===== src/pgs_pkg.sv =====
package pgs_pkg;
	// ----------------------------------------------------------------
	// Time base
	// ----------------------------------------------------------------
	localparam int CLK_HZ = 25_000_000;
	localparam int TICK_MS = 10;
	localparam int TICK_CYCLES = CLK_HZ / 1000 * TICK_MS;
	localparam int LOSS_TICKS_PER_UNIT = 100 / TICK_MS;
	// ----------------------------------------------------------------
	// Register offsets (byte addresses)
	// ----------------------------------------------------------------
	localparam logic [7:0] OFS_CTRL = 8'h00;
	localparam logic [7:0] OFS_KP1 = 8'h04;
	localparam logic [7:0] OFS_TI1 = 8'h08;
	localparam logic [7:0] OFS_TD1 = 8'h0C;
	localparam logic [7:0] OFS_KP2 = 8'h10;
	localparam logic [7:0] OFS_TI2 = 8'h14;
	localparam logic [7:0] OFS_TD2 = 8'h18;
	localparam logic [7:0] OFS_ERR_LO = 8'h1C;
	localparam logic [7:0] OFS_ERR_HI = 8'h20;
	localparam logic [7:0] OFS_START_VAL = 8'h24;
	localparam logic [7:0] OFS_HOLD_TIME = 8'h28;
	localparam logic [7:0] OFS_LOSS_LEVEL = 8'h2C;
	localparam logic [7:0] OFS_LOSS_TIME = 8'h30;
	localparam logic [7:0] OFS_STATUS = 8'h34;
	localparam logic [7:0] OFS_IRQ_STAT = 8'h38;
	localparam logic [7:0] OFS_IRQ_CLR = 8'h3C;
	localparam logic [7:0] OFS_IRQ_EN = 8'h40;
	localparam logic [7:0] OFS_ACT_KP = 8'h44;
	localparam logic [7:0] OFS_ACT_TI = 8'h48;
	localparam logic [7:0] OFS_ACT_TD = 8'h4C;
	// ----------------------------------------------------------------
	// Control register fields
	// ----------------------------------------------------------------
	localparam int CTRL_COND_LSB = 0;
	localparam int CTRL_SEP_BIT = 4;
	localparam int CTRL_STOPLIM_BIT = 5;
	localparam int CTRL_RWS_BIT = 8;
	// ----------------------------------------------------------------
	// Reset values and limits
	// ----------------------------------------------------------------
	localparam logic [15:0] RST_KP = 16'h00C8;
	localparam logic [15:0] RST_TI = 16'h00C8;
	localparam logic [15:0] RST_TD = 16'h0000;
	localparam logic [15:0] KP2_MAX = 16'h03E8;
	localparam logic [9:0] RST_ERR_LO = 10'h0C8;
	localparam logic [9:0] RST_ERR_HI = 10'h320;
	localparam logic [10:0] WT_ONE = 11'h400;
	// ----------------------------------------------------------------
	// Types
	// ----------------------------------------------------------------
	typedef enum logic [1:0] {
		COND_NEVER,
		COND_TERMINAL,
		COND_ERROR,
		COND_FREQ
	} pgs_cond_t;
endpackage : pgs_pkg


===== src/pgs_tmr_if.sv =====
`timescale 1ns/1ns
`default_nettype none
interface pgs_tmr_if;
	logic tick;
	logic en;
	logic [15:0] limit;
	logic [15:0] count;
	logic expired;
	modport ctl (output tick, output en, output limit, input count, input expired);
	modport tmr (input tick, input en, input limit, output count, output expired);
endinterface : pgs_tmr_if
`default_nettype wire

===== src/pgs_blend.sv =====
`timescale 1ns/1ns
`default_nettype none
module pgs_blend #(
	parameter int W = 16
) (
	input wire logic [W-1:0] a_in,
	input wire logic [W-1:0] b_in,
	input wire logic [10:0] weight_in,
	output logic [W-1:0] y_out
);
	logic [W+11:0] sum;
	logic [W+11:0] pa;
	logic [W+11:0] pb;
	// Weight one selects b exactly, weight zero selects a exactly
	assign pa = (W+12)'(a_in) * (W+12)'(pgs_pkg::WT_ONE - weight_in);
	assign pb = (W+12)'(b_in) * (W+12)'(weight_in);
	assign sum = pa + pb;
	assign y_out = sum[W+9:10];
endmodule : pgs_blend
`default_nettype wire


===== src/pgs_gain_switch.sv =====
// The plain strobed port and the address map are this design's own decisions.
`timescale 1ns/1ns
`default_nettype none
module pgs_gain_switch #(
	parameter int TICK_CYCLES = pgs_pkg::TICK_CYCLES
) (
	input wire logic CLK_IN,
	input wire logic RST_N_IN,
	input wire logic [7:0] ADDR_IN,
	input wire logic [31:0] WDATA_IN,
	input wire logic WR_IN,
	input wire logic RD_IN,
	output logic [31:0] RDATA_OUT,
	input wire logic GAIN_SEL_TERM_IN,
	input wire logic INTEG_PAUSE_TERM_IN,
	input wire logic RUN_IN,
	input wire logic CALC_TICK_IN,
	input wire logic [9:0] SETPOINT_IN,
	input wire logic [9:0] FEEDBACK_IN,
	input wire logic [9:0] RUN_FREQ_IN,
	input wire logic OUT_AT_LIMIT_IN,
	output logic [15:0] KP_OUT,
	output logic [15:0] TI_OUT,
	output logic [15:0] TD_OUT,
	output logic OUT_FORCE_OUT,
	output logic [9:0] OUT_FORCE_VALUE_OUT,
	output logic INTEG_HOLD_OUT,
	output logic CALC_ENABLE_OUT,
	output logic FEEDBACK_LOSS_FAULT_OUT,
	output logic IRQ_OUT
);
	// ----------------------------------------------------------------
	// Reset release and pin synchronisers
	// ----------------------------------------------------------------
	logic [1:0] rst_sync_r;
	logic rst_n;
	logic [1:0] pin_s1_r;
	logic [1:0] pin_s2_r;
	logic term_sel;
	logic term_pause;
	always_ff @(posedge CLK_IN or negedge RST_N_IN) begin
		if (!RST_N_IN) begin
			rst_sync_r <= 2'h0;
		end else begin
			rst_sync_r <= {rst_sync_r[0], 1'b1};
		end
	end
	assign rst_n = rst_sync_r[1];
	always_ff @(posedge CLK_IN or negedge rst_n) begin
		if (!rst_n) begin
			pin_s1_r <= 2'h0;
			pin_s2_r <= 2'h0;
		end else begin
			pin_s1_r <= {INTEG_PAUSE_TERM_IN, GAIN_SEL_TERM_IN};
			pin_s2_r <= pin_s1_r;
		end
	end
	assign term_sel = pin_s2_r[0];
	assign term_pause = pin_s2_r[1];
	// ----------------------------------------------------------------
	// Configuration registers
	// ----------------------------------------------------------------
	logic [1:0] cond_r;
	logic sep_en_r, stop_lim_r, rws_r;
	logic [15:0] kp1_r, ti1_r, td1_r, kp2_r, ti2_r, td2_r;
	logic [9:0] err_lo_r, err_hi_r, start_val_r, loss_lvl_r;
	logic [15:0] hold_time_r;
	logic [7:0] loss_time_r;
	logic [2:0] irq_en_r;
	logic [15:0] kp2_nxt;
	logic [15:0] wd16;
	assign wd16 = WDATA_IN[15:0];
	assign kp2_nxt = (wd16 > pgs_pkg::KP2_MAX) ? pgs_pkg::KP2_MAX : wd16;
	always_ff @(posedge CLK_IN or negedge rst_n) begin
		if (!rst_n) begin
			cond_r <= 2'h0;
			sep_en_r <= 1'b0;
			stop_lim_r <= 1'b0;
			rws_r <= 1'b0;
			kp1_r <= pgs_pkg::RST_KP;
			ti1_r <= pgs_pkg::RST_TI;
			td1_r <= pgs_pkg::RST_TD;
			kp2_r <= pgs_pkg::RST_KP;
			ti2_r <= pgs_pkg::RST_TI;
			td2_r <= pgs_pkg::RST_TD;
			err_lo_r <= pgs_pkg::RST_ERR_LO;
			err_hi_r <= pgs_pkg::RST_ERR_HI;
			start_val_r <= 10'h000;
			hold_time_r <= 16'h0000;
			loss_lvl_r <= 10'h000;
			loss_time_r <= 8'h00;
			irq_en_r <= 3'h0;
		end else if (WR_IN) begin
			case (ADDR_IN)
				pgs_pkg::OFS_CTRL: begin
					cond_r <= WDATA_IN[pgs_pkg::CTRL_COND_LSB +: 2];
					sep_en_r <= WDATA_IN[pgs_pkg::CTRL_SEP_BIT];
					stop_lim_r <= WDATA_IN[pgs_pkg::CTRL_STOPLIM_BIT];
					rws_r <= WDATA_IN[pgs_pkg::CTRL_RWS_BIT];
				end
				pgs_pkg::OFS_KP1: kp1_r <= wd16;
				pgs_pkg::OFS_TI1: ti1_r <= wd16;
				pgs_pkg::OFS_TD1: td1_r <= wd16;
				pgs_pkg::OFS_KP2: kp2_r <= kp2_nxt;
				pgs_pkg::OFS_TI2: ti2_r <= wd16;
				pgs_pkg::OFS_TD2: td2_r <= wd16;
				pgs_pkg::OFS_ERR_LO: err_lo_r <= WDATA_IN[9:0];
				pgs_pkg::OFS_ERR_HI: err_hi_r <= WDATA_IN[9:0];
				pgs_pkg::OFS_START_VAL: start_val_r <= WDATA_IN[9:0];
				pgs_pkg::OFS_HOLD_TIME: hold_time_r <= wd16;
				pgs_pkg::OFS_LOSS_LEVEL: loss_lvl_r <= WDATA_IN[9:0];
				pgs_pkg::OFS_LOSS_TIME: loss_time_r <= WDATA_IN[7:0];
				pgs_pkg::OFS_IRQ_EN: irq_en_r <= WDATA_IN[2:0];
				default: begin
				end
			endcase
		end
	end
	// ----------------------------------------------------------------
	// Gain set weighting
	// ----------------------------------------------------------------
	logic [9:0] abs_err, metric, num, den;
	logic [19:0] quot;
	logic [10:0] w_auto, weight;
	logic [15:0] kp_b, ti_b, td_b;
	logic [15:0] kp_r, ti_r, td_r;
	logic auto_mode;
	assign abs_err = (SETPOINT_IN >= FEEDBACK_IN) ? SETPOINT_IN - FEEDBACK_IN :
		FEEDBACK_IN - SETPOINT_IN;
	assign metric = (cond_r == pgs_pkg::COND_FREQ) ? RUN_FREQ_IN : abs_err;
	assign num = metric - err_lo_r;
	assign den = err_hi_r - err_lo_r;
	// Divider only used strictly between thresholds, so den is never zero there
	assign quot = (den == 10'h000) ? 20'h00000 : {num, 10'h000} / 20'(den);
	assign w_auto = (metric <= err_lo_r) ? 11'h000 :
		(metric >= err_hi_r) ? pgs_pkg::WT_ONE :
		quot[10:0];
	assign auto_mode = (cond_r == pgs_pkg::COND_ERROR) || (cond_r == pgs_pkg::COND_FREQ);
	assign weight = auto_mode ? w_auto :
		(cond_r == pgs_pkg::COND_TERMINAL && term_sel) ? pgs_pkg::WT_ONE :
		11'h000;
	pgs_blend #(.W(16)) u_kp (.a_in(kp1_r), .b_in(kp2_r), .weight_in(weight), .y_out(kp_b));
	pgs_blend #(.W(16)) u_ti (.a_in(ti1_r), .b_in(ti2_r), .weight_in(weight), .y_out(ti_b));
	pgs_blend #(.W(16)) u_td (.a_in(td1_r), .b_in(td2_r), .weight_in(weight), .y_out(td_b));
	always_ff @(posedge CLK_IN or negedge rst_n) begin
		if (!rst_n) begin
			kp_r <= pgs_pkg::RST_KP;
			ti_r <= pgs_pkg::RST_TI;
			td_r <= pgs_pkg::RST_TD;
		end else if (CALC_TICK_IN) begin
			kp_r <= kp_b;
			ti_r <= ti_b;
			td_r <= td_b;
		end
	end
	assign KP_OUT = kp_r;
	assign TI_OUT = ti_r;
	assign TD_OUT = td_r;
	// ----------------------------------------------------------------
	// Time base, start hold and feedback loss
	// ----------------------------------------------------------------
	localparam int TW = $clog2(TICK_CYCLES + 1);
	logic [TW-1:0] div_r;
	logic tick;
	logic run_d_r;
	logic loss_cond;
	pgs_tmr_if hold_t ();
	pgs_tmr_if loss_t ();
	assign tick = (div_r == TW'(TICK_CYCLES - 1));
	always_ff @(posedge CLK_IN or negedge rst_n) begin
		if (!rst_n) begin
			div_r <= '0;
			run_d_r <= 1'b0;
		end else begin
			div_r <= tick ? '0 : div_r + TW'(1);
			run_d_r <= RUN_IN;
		end
	end
	// Hold counter restarts from zero whenever the drive stops
	assign hold_t.tick = tick;
	assign hold_t.en = RUN_IN && run_d_r;
	assign hold_t.limit = hold_time_r;
	assign OUT_FORCE_OUT = RUN_IN && (hold_time_r != 16'h0000) &&
		!(hold_t.en && hold_t.count >= hold_time_r);
	assign OUT_FORCE_VALUE_OUT = start_val_r;
	assign loss_cond = (loss_lvl_r != 10'h000) && (FEEDBACK_IN < loss_lvl_r);
	assign loss_t.tick = tick;
	assign loss_t.en = loss_cond && CALC_ENABLE_OUT;
	assign loss_t.limit = 16'(loss_time_r) * 16'(pgs_pkg::LOSS_TICKS_PER_UNIT);
	assign FEEDBACK_LOSS_FAULT_OUT = loss_t.expired;
	pgs_timer u_hold (.clk(CLK_IN), .rst_n(rst_n), .t(hold_t));
	pgs_timer u_loss (.clk(CLK_IN), .rst_n(rst_n), .t(loss_t));
	// ----------------------------------------------------------------
	// Integral control and run gating
	// ----------------------------------------------------------------
	assign INTEG_HOLD_OUT = (sep_en_r && term_pause) ||
		(stop_lim_r && OUT_AT_LIMIT_IN) || OUT_FORCE_OUT;
	assign CALC_ENABLE_OUT = RUN_IN || rws_r;
	// ----------------------------------------------------------------
	// Interrupts: loss fault, hold finished, active Kp changed at a calc tick
	// ----------------------------------------------------------------
	logic fault_d_r, force_d_r;
	logic [2:0] irq_st_r, irq_ev, irq_clr;
	logic [2:0] irq_st_nxt;
	assign irq_ev[0] = FEEDBACK_LOSS_FAULT_OUT && !fault_d_r;
	assign irq_ev[1] = force_d_r && !OUT_FORCE_OUT;
	assign irq_ev[2] = CALC_TICK_IN && (kp_b != kp_r);
	assign irq_clr = (WR_IN && ADDR_IN == pgs_pkg::OFS_IRQ_CLR) ? WDATA_IN[2:0] : 3'h0;
	// Set wins over a clear landing in the same cycle
	assign irq_st_nxt = (irq_st_r & ~irq_clr) | irq_ev;
	always_ff @(posedge CLK_IN or negedge rst_n) begin
		if (!rst_n) begin
			irq_st_r <= 3'h0;
			fault_d_r <= 1'b0;
			force_d_r <= 1'b0;
		end else begin
			irq_st_r <= irq_st_nxt;
			fault_d_r <= FEEDBACK_LOSS_FAULT_OUT;
			force_d_r <= OUT_FORCE_OUT;
		end
	end
	assign IRQ_OUT = |(irq_st_r & irq_en_r);
	// ----------------------------------------------------------------
	// Read path
	// ----------------------------------------------------------------
	logic [31:0] rd_mux;
	logic [31:0] rdata_r;
	always_comb begin
		case (ADDR_IN)
			pgs_pkg::OFS_CTRL: rd_mux = {23'h0, rws_r, 2'h0, stop_lim_r, sep_en_r, 2'h0, cond_r};
			pgs_pkg::OFS_KP1: rd_mux = {16'h0, kp1_r};
			pgs_pkg::OFS_TI1: rd_mux = {16'h0, ti1_r};
			pgs_pkg::OFS_TD1: rd_mux = {16'h0, td1_r};
			pgs_pkg::OFS_KP2: rd_mux = {16'h0, kp2_r};
			pgs_pkg::OFS_TI2: rd_mux = {16'h0, ti2_r};
			pgs_pkg::OFS_TD2: rd_mux = {16'h0, td2_r};
			pgs_pkg::OFS_ERR_LO: rd_mux = {22'h0, err_lo_r};
			pgs_pkg::OFS_ERR_HI: rd_mux = {22'h0, err_hi_r};
			pgs_pkg::OFS_START_VAL: rd_mux = {22'h0, start_val_r};
			pgs_pkg::OFS_HOLD_TIME: rd_mux = {16'h0, hold_time_r};
			pgs_pkg::OFS_LOSS_LEVEL: rd_mux = {22'h0, loss_lvl_r};
			pgs_pkg::OFS_LOSS_TIME: rd_mux = {24'h0, loss_time_r};
			pgs_pkg::OFS_STATUS: rd_mux = {17'h0, weight, CALC_ENABLE_OUT,
				INTEG_HOLD_OUT, FEEDBACK_LOSS_FAULT_OUT, OUT_FORCE_OUT};
			pgs_pkg::OFS_IRQ_STAT: rd_mux = {29'h0, irq_st_r};
			pgs_pkg::OFS_IRQ_EN: rd_mux = {29'h0, irq_en_r};
			pgs_pkg::OFS_ACT_KP: rd_mux = {16'h0, kp_r};
			pgs_pkg::OFS_ACT_TI: rd_mux = {16'h0, ti_r};
			pgs_pkg::OFS_ACT_TD: rd_mux = {16'h0, td_r};
			default: rd_mux = 32'h00000000;
		endcase
	end
	always_ff @(posedge CLK_IN or negedge rst_n) begin
		if (!rst_n) begin
			rdata_r <= 32'h00000000;
		end else if (RD_IN) begin
			rdata_r <= rd_mux;
		end
	end
	assign RDATA_OUT = rdata_r;
	// ----------------------------------------------------------------
	// Assertions
	// ----------------------------------------------------------------
	a_never_switch: assert property (@(posedge CLK_IN) disable iff (!rst_n)
		(CALC_TICK_IN && cond_r == 2'h0) |=> (kp_r == $past(kp1_r) && td_r == $past(td1_r)))
		else $error("gain set two used while switching disabled");
	a_kp2_cap: assert property (@(posedge CLK_IN) disable iff (!rst_n)
		kp2_r <= pgs_pkg::KP2_MAX) else $error("second gain above 100.0");
	a_term_select: assert property (@(posedge CLK_IN) disable iff (!rst_n)
		(CALC_TICK_IN && cond_r == 2'h1) |=>
		(ti_r == ($past(term_sel) ? $past(ti2_r) : $past(ti1_r))))
		else $error("terminal did not select gain set");
	a_err_low: assert property (@(posedge CLK_IN) disable iff (!rst_n)
		(CALC_TICK_IN && cond_r == 2'h2 && abs_err < err_lo_r) |=> kp_r == $past(kp1_r))
		else $error("small error did not give set one");
	a_err_high: assert property (@(posedge CLK_IN) disable iff (!rst_n)
		(CALC_TICK_IN && cond_r == 2'h2 && abs_err > err_hi_r) |=> kp_r == $past(kp2_r))
		else $error("large error did not give set two");
	a_blend_bound: assert property (@(posedge CLK_IN) disable iff (!rst_n)
		(CALC_TICK_IN && cond_r == 2'h2 && abs_err > err_lo_r && abs_err < err_hi_r
		&& kp1_r <= kp2_r) |=> (kp_r >= $past(kp1_r) && kp_r <= $past(kp2_r)))
		else $error("interpolated gain outside its two sets");
	a_hold_force: assert property (@(posedge CLK_IN) disable iff (!rst_n)
		($rose(RUN_IN) && hold_time_r != 16'h0000) |-> OUT_FORCE_OUT [*3])
		else $error("output not forced after start");
	a_integ_pause: assert property (@(posedge CLK_IN) disable iff (!rst_n)
		(sep_en_r && $past(INTEG_PAUSE_TERM_IN, 2)) |-> INTEG_HOLD_OUT)
		else $error("pause terminal did not freeze integral");
	a_sep_off: assert property (@(posedge CLK_IN) disable iff (!rst_n)
		(!sep_en_r && !stop_lim_r && !OUT_FORCE_OUT) |-> !INTEG_HOLD_OUT)
		else $error("integral frozen with separation disabled");
	a_limit_stop: assert property (@(posedge CLK_IN) disable iff (!rst_n)
		(stop_lim_r && OUT_AT_LIMIT_IN) |-> INTEG_HOLD_OUT)
		else $error("integral kept running at output limit");
	a_loss_off: assert property (@(posedge CLK_IN) disable iff (!rst_n)
		(loss_lvl_r == 10'h000) [*2] |-> !FEEDBACK_LOSS_FAULT_OUT)
		else $error("loss fault with detection disabled");
	a_loss_early: assert property (@(posedge CLK_IN) disable iff (!rst_n)
		$rose(FEEDBACK_LOSS_FAULT_OUT) |-> loss_t.count > loss_t.limit && $past(loss_t.en))
		else $error("loss fault before loss time elapsed");
	a_stop_idle: assert property (@(posedge CLK_IN) disable iff (!rst_n)
		(!RUN_IN && !rws_r) |-> !CALC_ENABLE_OUT)
		else $error("regulator computing while stopped");
endmodule : pgs_gain_switch
`default_nettype wire


===== src/pgs_timer.sv =====
`timescale 1ns/1ns
`default_nettype none
module pgs_timer (
	input wire logic clk,
	input wire logic rst_n,
	pgs_tmr_if.tmr t
);
	logic [15:0] cnt_r;
	logic [15:0] cnt_nxt;
	// Saturates so a long dwell never wraps back below the limit
	assign cnt_nxt = !t.en ? 16'h0000 :
		(t.tick && cnt_r != 16'hFFFF) ? cnt_r + 16'h0001 : cnt_r;
	always_ff @(posedge clk or negedge rst_n) begin
		if (!rst_n) begin
			cnt_r <= 16'h0000;
		end else begin
			cnt_r <= cnt_nxt;
		end
	end
	assign t.count = cnt_r;
	assign t.expired = t.en && (cnt_r > t.limit);
endmodule : pgs_timer
`default_nettype wire


===== config.mk =====
export PLATFORM = sky130hd
export DESIGN_NAME = pgs_gain_switch
export DESIGN_NICKNAME = d
export VERILOG_FILES = /design/src/pgs_pkg.sv /design/src/pgs_tmr_if.sv /design/src/pgs_blend.sv /design/src/pgs_gain_switch.sv /design/src/pgs_timer.sv
export SDC_FILE = /design/constraint.sdc
export NUM_CORES = 2
export LEC_CHECK = 0
export BUFFER_PORTS_ARGS = -buffer_cell sky130_fd_sc_hd__buf_2
export CORE_MARGIN = 2
export CORE_UTILIZATION = 70
export CTS_CLUSTER_DIAMETER = 80
export DETAILED_ROUTE_END_ITERATION = 10
export GPL_ROUTABILITY_DRIVEN = 0
export PLACE_DENSITY = 0.94
export SLEW_MARGIN = 40
export SYNTH_ARGS = -nofsm -noshare
export SYNTH_HDL_FRONTEND = slang
export SYNTH_HIERARCHICAL = 1
export SYNTH_SLANG_ARGS = --single-unit

===== constraint.sdc =====
create_clock -name CLK_IN -period 24.3 [get_ports CLK_IN]
set_input_delay 4.86 -clock CLK_IN [delete_from_list [all_inputs] [get_ports CLK_IN]]
set_output_delay 4.86 -clock CLK_IN [all_outputs]
set_load 0.05 [all_outputs]

==> results.sh, run 1 <==
export IMPL_die_height_um=304
export IMPL_combined_global_route_utilization_of_all_metal_layers_pct=101
export IMPL_toolErrorMsg="[ERROR GRT-0116] Global routing finished with congestion. Check the congestion regions in the DRC Viewer."
export IMPL_globalRoute_totalOverflow=6091
export IMPL_post_synth_instance_area_mm2=0.0632
export IMPL_synth_area_per_inst_um2=8.80
export IMPL_clock_tree_buffer_depth=3
export IMPL_initial_core_util_pct=70.4
export IMPL_clock_sink_count=294
export IMPL_io_buffer_count=141
export IMPL_cts_buffers=37
export IMPL_placementRows=110
export IMPL_design_portCount=174
export IMPL_outcome="aborted with a tool error"
export IMPL_grt_first_pass_wirelength_um=693000
export IMPL_yosys_warnings=6
export IMPL_dpl_cell_count=9274
export IMPL_htree_levels=2
export IMPL_grt_max_degree=87
export IMPL_dp_final_hpwl_um=198000
export IMPL_die_x_um=304
export IMPL_clockRootBuffer="sky130_fd_sc_hd__clkbuf_16"
export IMPL_netlist_instances=7181
export IMPL_number_of_global_route_vias_before_repair=96300
export IMPL_stop_stage="global routing (5_1_grt)"
==> per-stage QoR <==
| step | util, % | hold WS [ns] | instance area, um^2 | setup WS (ns) | setup TNS, ns |
|---|---|---|---|---|---|
| floorplan | - | 0.331 | 64500 | -27.95 | -1451.27 |
| global placement | 81.8 | 0.334 | 73400 | -27.06 | -1398.84 |
| detailed placement | 81.9 | 0.345 | 73500 | -30.34 | -1580.79 |
| CTS | 88.7 | 0.340 | 79600 | -27.93 | -1439.76 |
==> timing repair <==
item                                    CTS
buffers inserted                        283
pin swaps                               435
hold endpoints to repair                  0
hold buffers                              0
resized for setup                       638
cloned                                    4
endpoints found under the setup margin   59
==> routing by layer <==
layer / global-route usage, % / GRT overflow
met4: 108 / 1363
met3: 91.3 / 439
met1: 92.5 / 418
met5: 82.3 / 62
met2: 117 / 3809
==> run 2, diff against run 1 <==
Settings changed: CORE_UTILIZATION 70 to 40, CTS_CLUSTER_DIAMETER 80 to not set, PLACE_DENSITY 0.94 to not set, PLACE_DENSITY_LB_ADDON set to 0.15.
==> run 2 against run 1 <==
The flow now finishes, with violations (negative setup slack). Area after synthesis unchanged. Synthesized cell count unchanged.
==> results.sh, run 2 <==
export IMPL_outcome="finished, violations left"
export IMPL_failed_checks="negative setup slack"
export IMPL_setup_viol=59
export IMPL_share_of_layout_cells_above_drive_strength_1_pct=29.6
export IMPL_number_of_flip_flops_in_the_largest_register=18
export IMPL_final_critical_path_share_of_the_clock_period_pct=212
export IMPL_routed_wire_length_per_instance_um=21.2
export IMPL_startpoint_type="primary input"
export IMPL_cts_tree="built"
export IMPL_final_core_utilization_pct=52.2
export IMPL_critPathMostFrequentCell="sky130_fd_sc_hd__buf_4"
export IMPL_grt_first_pass_wirelength_um=346000
export IMPL_hold_start="pin_s1_r[1]"
export IMPL_most_flop_heavy_register="div_r"
export IMPL_placementRows=145
export IMPL_critical_path_endpoint_type="flop"
export IMPL_rsz0062_at_grt="true"
export IMPL_layout_setup_ws_ns=-27.24
export IMPL_maxClockFrequency_mhz=19.4
export IMPL_antenna_left=0
export IMPL_clock_tree_buffer_depth=3
export IMPL_drt_first_iter_violations=4112
export IMPL_final_common_cell="sky130_fd_sc_hd__inv_1"
export IMPL_netlist_instances=7181
export IMPL_drt_vias_per_instance=5.29
export IMPL_critical_path_slowest_cell="sky130_fd_sc_hd__or4_4"
export IMPL_worstPathArrival_ns=52.03
export IMPL_worst_ep_required_ns=24.79
export IMPL_combined_global_route_utilization_of_all_metal_layers_pct=27.7
export IMPL_antenna_found_initial=18
export IMPL_hold_violations=0
export IMPL_design_final_nets=10100
export IMPL_cap_violations=0
export IMPL_worstHoldPathType="flop to flop"
export IMPL_yosys_warnings=6
export IMPL_cts_buffers=37
export IMPL_drt_pre_antenna_iters=10
export IMPL_cpPeakStageDelay_ns=0.58
export IMPL_layout_common_cells="sky130_fd_sc_hd__inv_1 (1352), sky130_fd_sc_hd__buf_4 (1291), sky130_fd_sc_hd__fa_1 (884), sky130_fd_sc_hd__nand2_1 (663), sky130_fd_sc_hd__and2_1 (605)"
export IMPL_worst_path_max_fanout=6
export IMPL_die_x_um=401
export IMPL_clock_sink_count=294
export IMPL_globalRoute_totalOverflow=0
export IMPL_remaining_drc_errors=0
export IMPL_cp_num_buf_inv=42
export IMPL_number_of_global_route_vias_before_repair=57800
export IMPL_postRouteWirelength_um=224000
export IMPL_io_buffer_count=141
export IMPL_clockRootBuffer="sky130_fd_sc_hd__clkbuf_16"
export IMPL_initial_core_util_pct=40.3
export IMPL_crit_path_start="SETPOINT_IN[0]"
export IMPL_timing_final_crit_period_ns=51.54
export IMPL_design_portCount=174
export IMPL_worst_path_dominant_cell_family="compound AO/OA/AOI/OAI gates"
export IMPL_clock_insertion_delay_worst_skew_ns=0.62
export IMPL_cts_hold_buffers=0
export IMPL_dpl_worst_slack_ns=-29.03
export IMPL_worst_slew_pin_slew_ns=0.928
export IMPL_grt_max_degree=71
export IMPL_dp_final_hpwl_um=179000
export IMPL_maxSlewViolCount=0
export IMPL_timing_max_slew_rel_slack_pct=37.7
export IMPL_synth_area_per_inst_um2=8.80
export IMPL_post_cts_clock_slew_at_the_launch_and_capture_registers_of_the_worst_setup_and_hold_paths_ns=0.06
export IMPL_via_count=55800
export IMPL_area_growth_synth_to_final_pct=29.3
export IMPL_die_height_um=401
export IMPL_htree_levels=2
export IMPL_timing_clock_skew_ns=0.0459
export IMPL_crit_type="primary input to flop"
export IMPL_timing_rr_start="cond_r[0]"
export IMPL_core_area_mm2=0.157
export IMPL_fp_dieArea_mm2=0.161
export IMPL_post_synth_instance_area_mm2=0.0632
run 2: final cells by class:
class                           instances  area (um^2)
Antenna cell                            5         12.5
Inverter                             1431         5410
Timing Repair Buffer                 1536        11800
Multi-Input combinational cell       5173        53200
Sequential cell                       294         7390
Tap cell                             2058         2570
Fill cell                           14600        74900
Clock buffer                           46          990
Clock inverter                         21          308
run 2: metrics by stage:
step | setup TNS, ns | area, um^2 | hold slack [ns] | cells
global route | -1552.20 | 81600 | 0.366 | 10600
CTS | -1363.62 | 79300 | 0.358 | 10500
floorplan | -1451.27 | 64500 | 0.331 | 7201
global placement | -1471.39 | 75000 | 0.334 | 10200
finish | -1410.24 | 81700 | 0.359 | 10600
detailed placement | -1517.86 | 75100 | 0.335 | 10200
run 2: worst register-to-register path: cells and delay by family, from the launching register on:
family	cells	cell delay (ns)
AO/OA/AOI/OAI	112	18.97
XOR/XNOR	3	0.61
adder cells (fa/ha/maj)	30	9.23
buffers and inverters	40	4.38
flip-flops	1	0.48
multiplexers	7	2.33
AND/OR/NAND/NOR	64	9.66
run 2: path summary, 6_finish.rpt:
kind,endpoint,slack [ns],cells past startpoint
max,irq_st_r[2],-27.24,277
max reg2reg,irq_st_r[2],-21.48,256
min reg2reg,pin_s2_r[1],0.36,0
max in group asynchronous,rst_sync_r[1],20.16,1
min,pin_s2_r[1],0.36,0
min in group asynchronous,td1_r[11],0.40,0
run 2: per-layer routing:
layer  up-vias  share of wire, %  track usage (%)  wire, um
met2      1683                45             43.6    101000
li1      25500                 -                -         -
met5         -             0.047                0       105
met1     28300                44             38.2     98300
met3       363               7.4             5.36     16700
met4        16               3.6             8.95      8040
run 2: what timing repair did:
item | CTS | global route
gates cloned | 6 | 1
setup buffers | 170 | 103
gates resized for setup | 347 | 330
pin swaps | 272 | 294
setup endpoints to repair | 59 | 60
Power of run 2 is not shown: default switching activity piles up to over one toggle a cycle in this logic, so the estimate is an artifact.
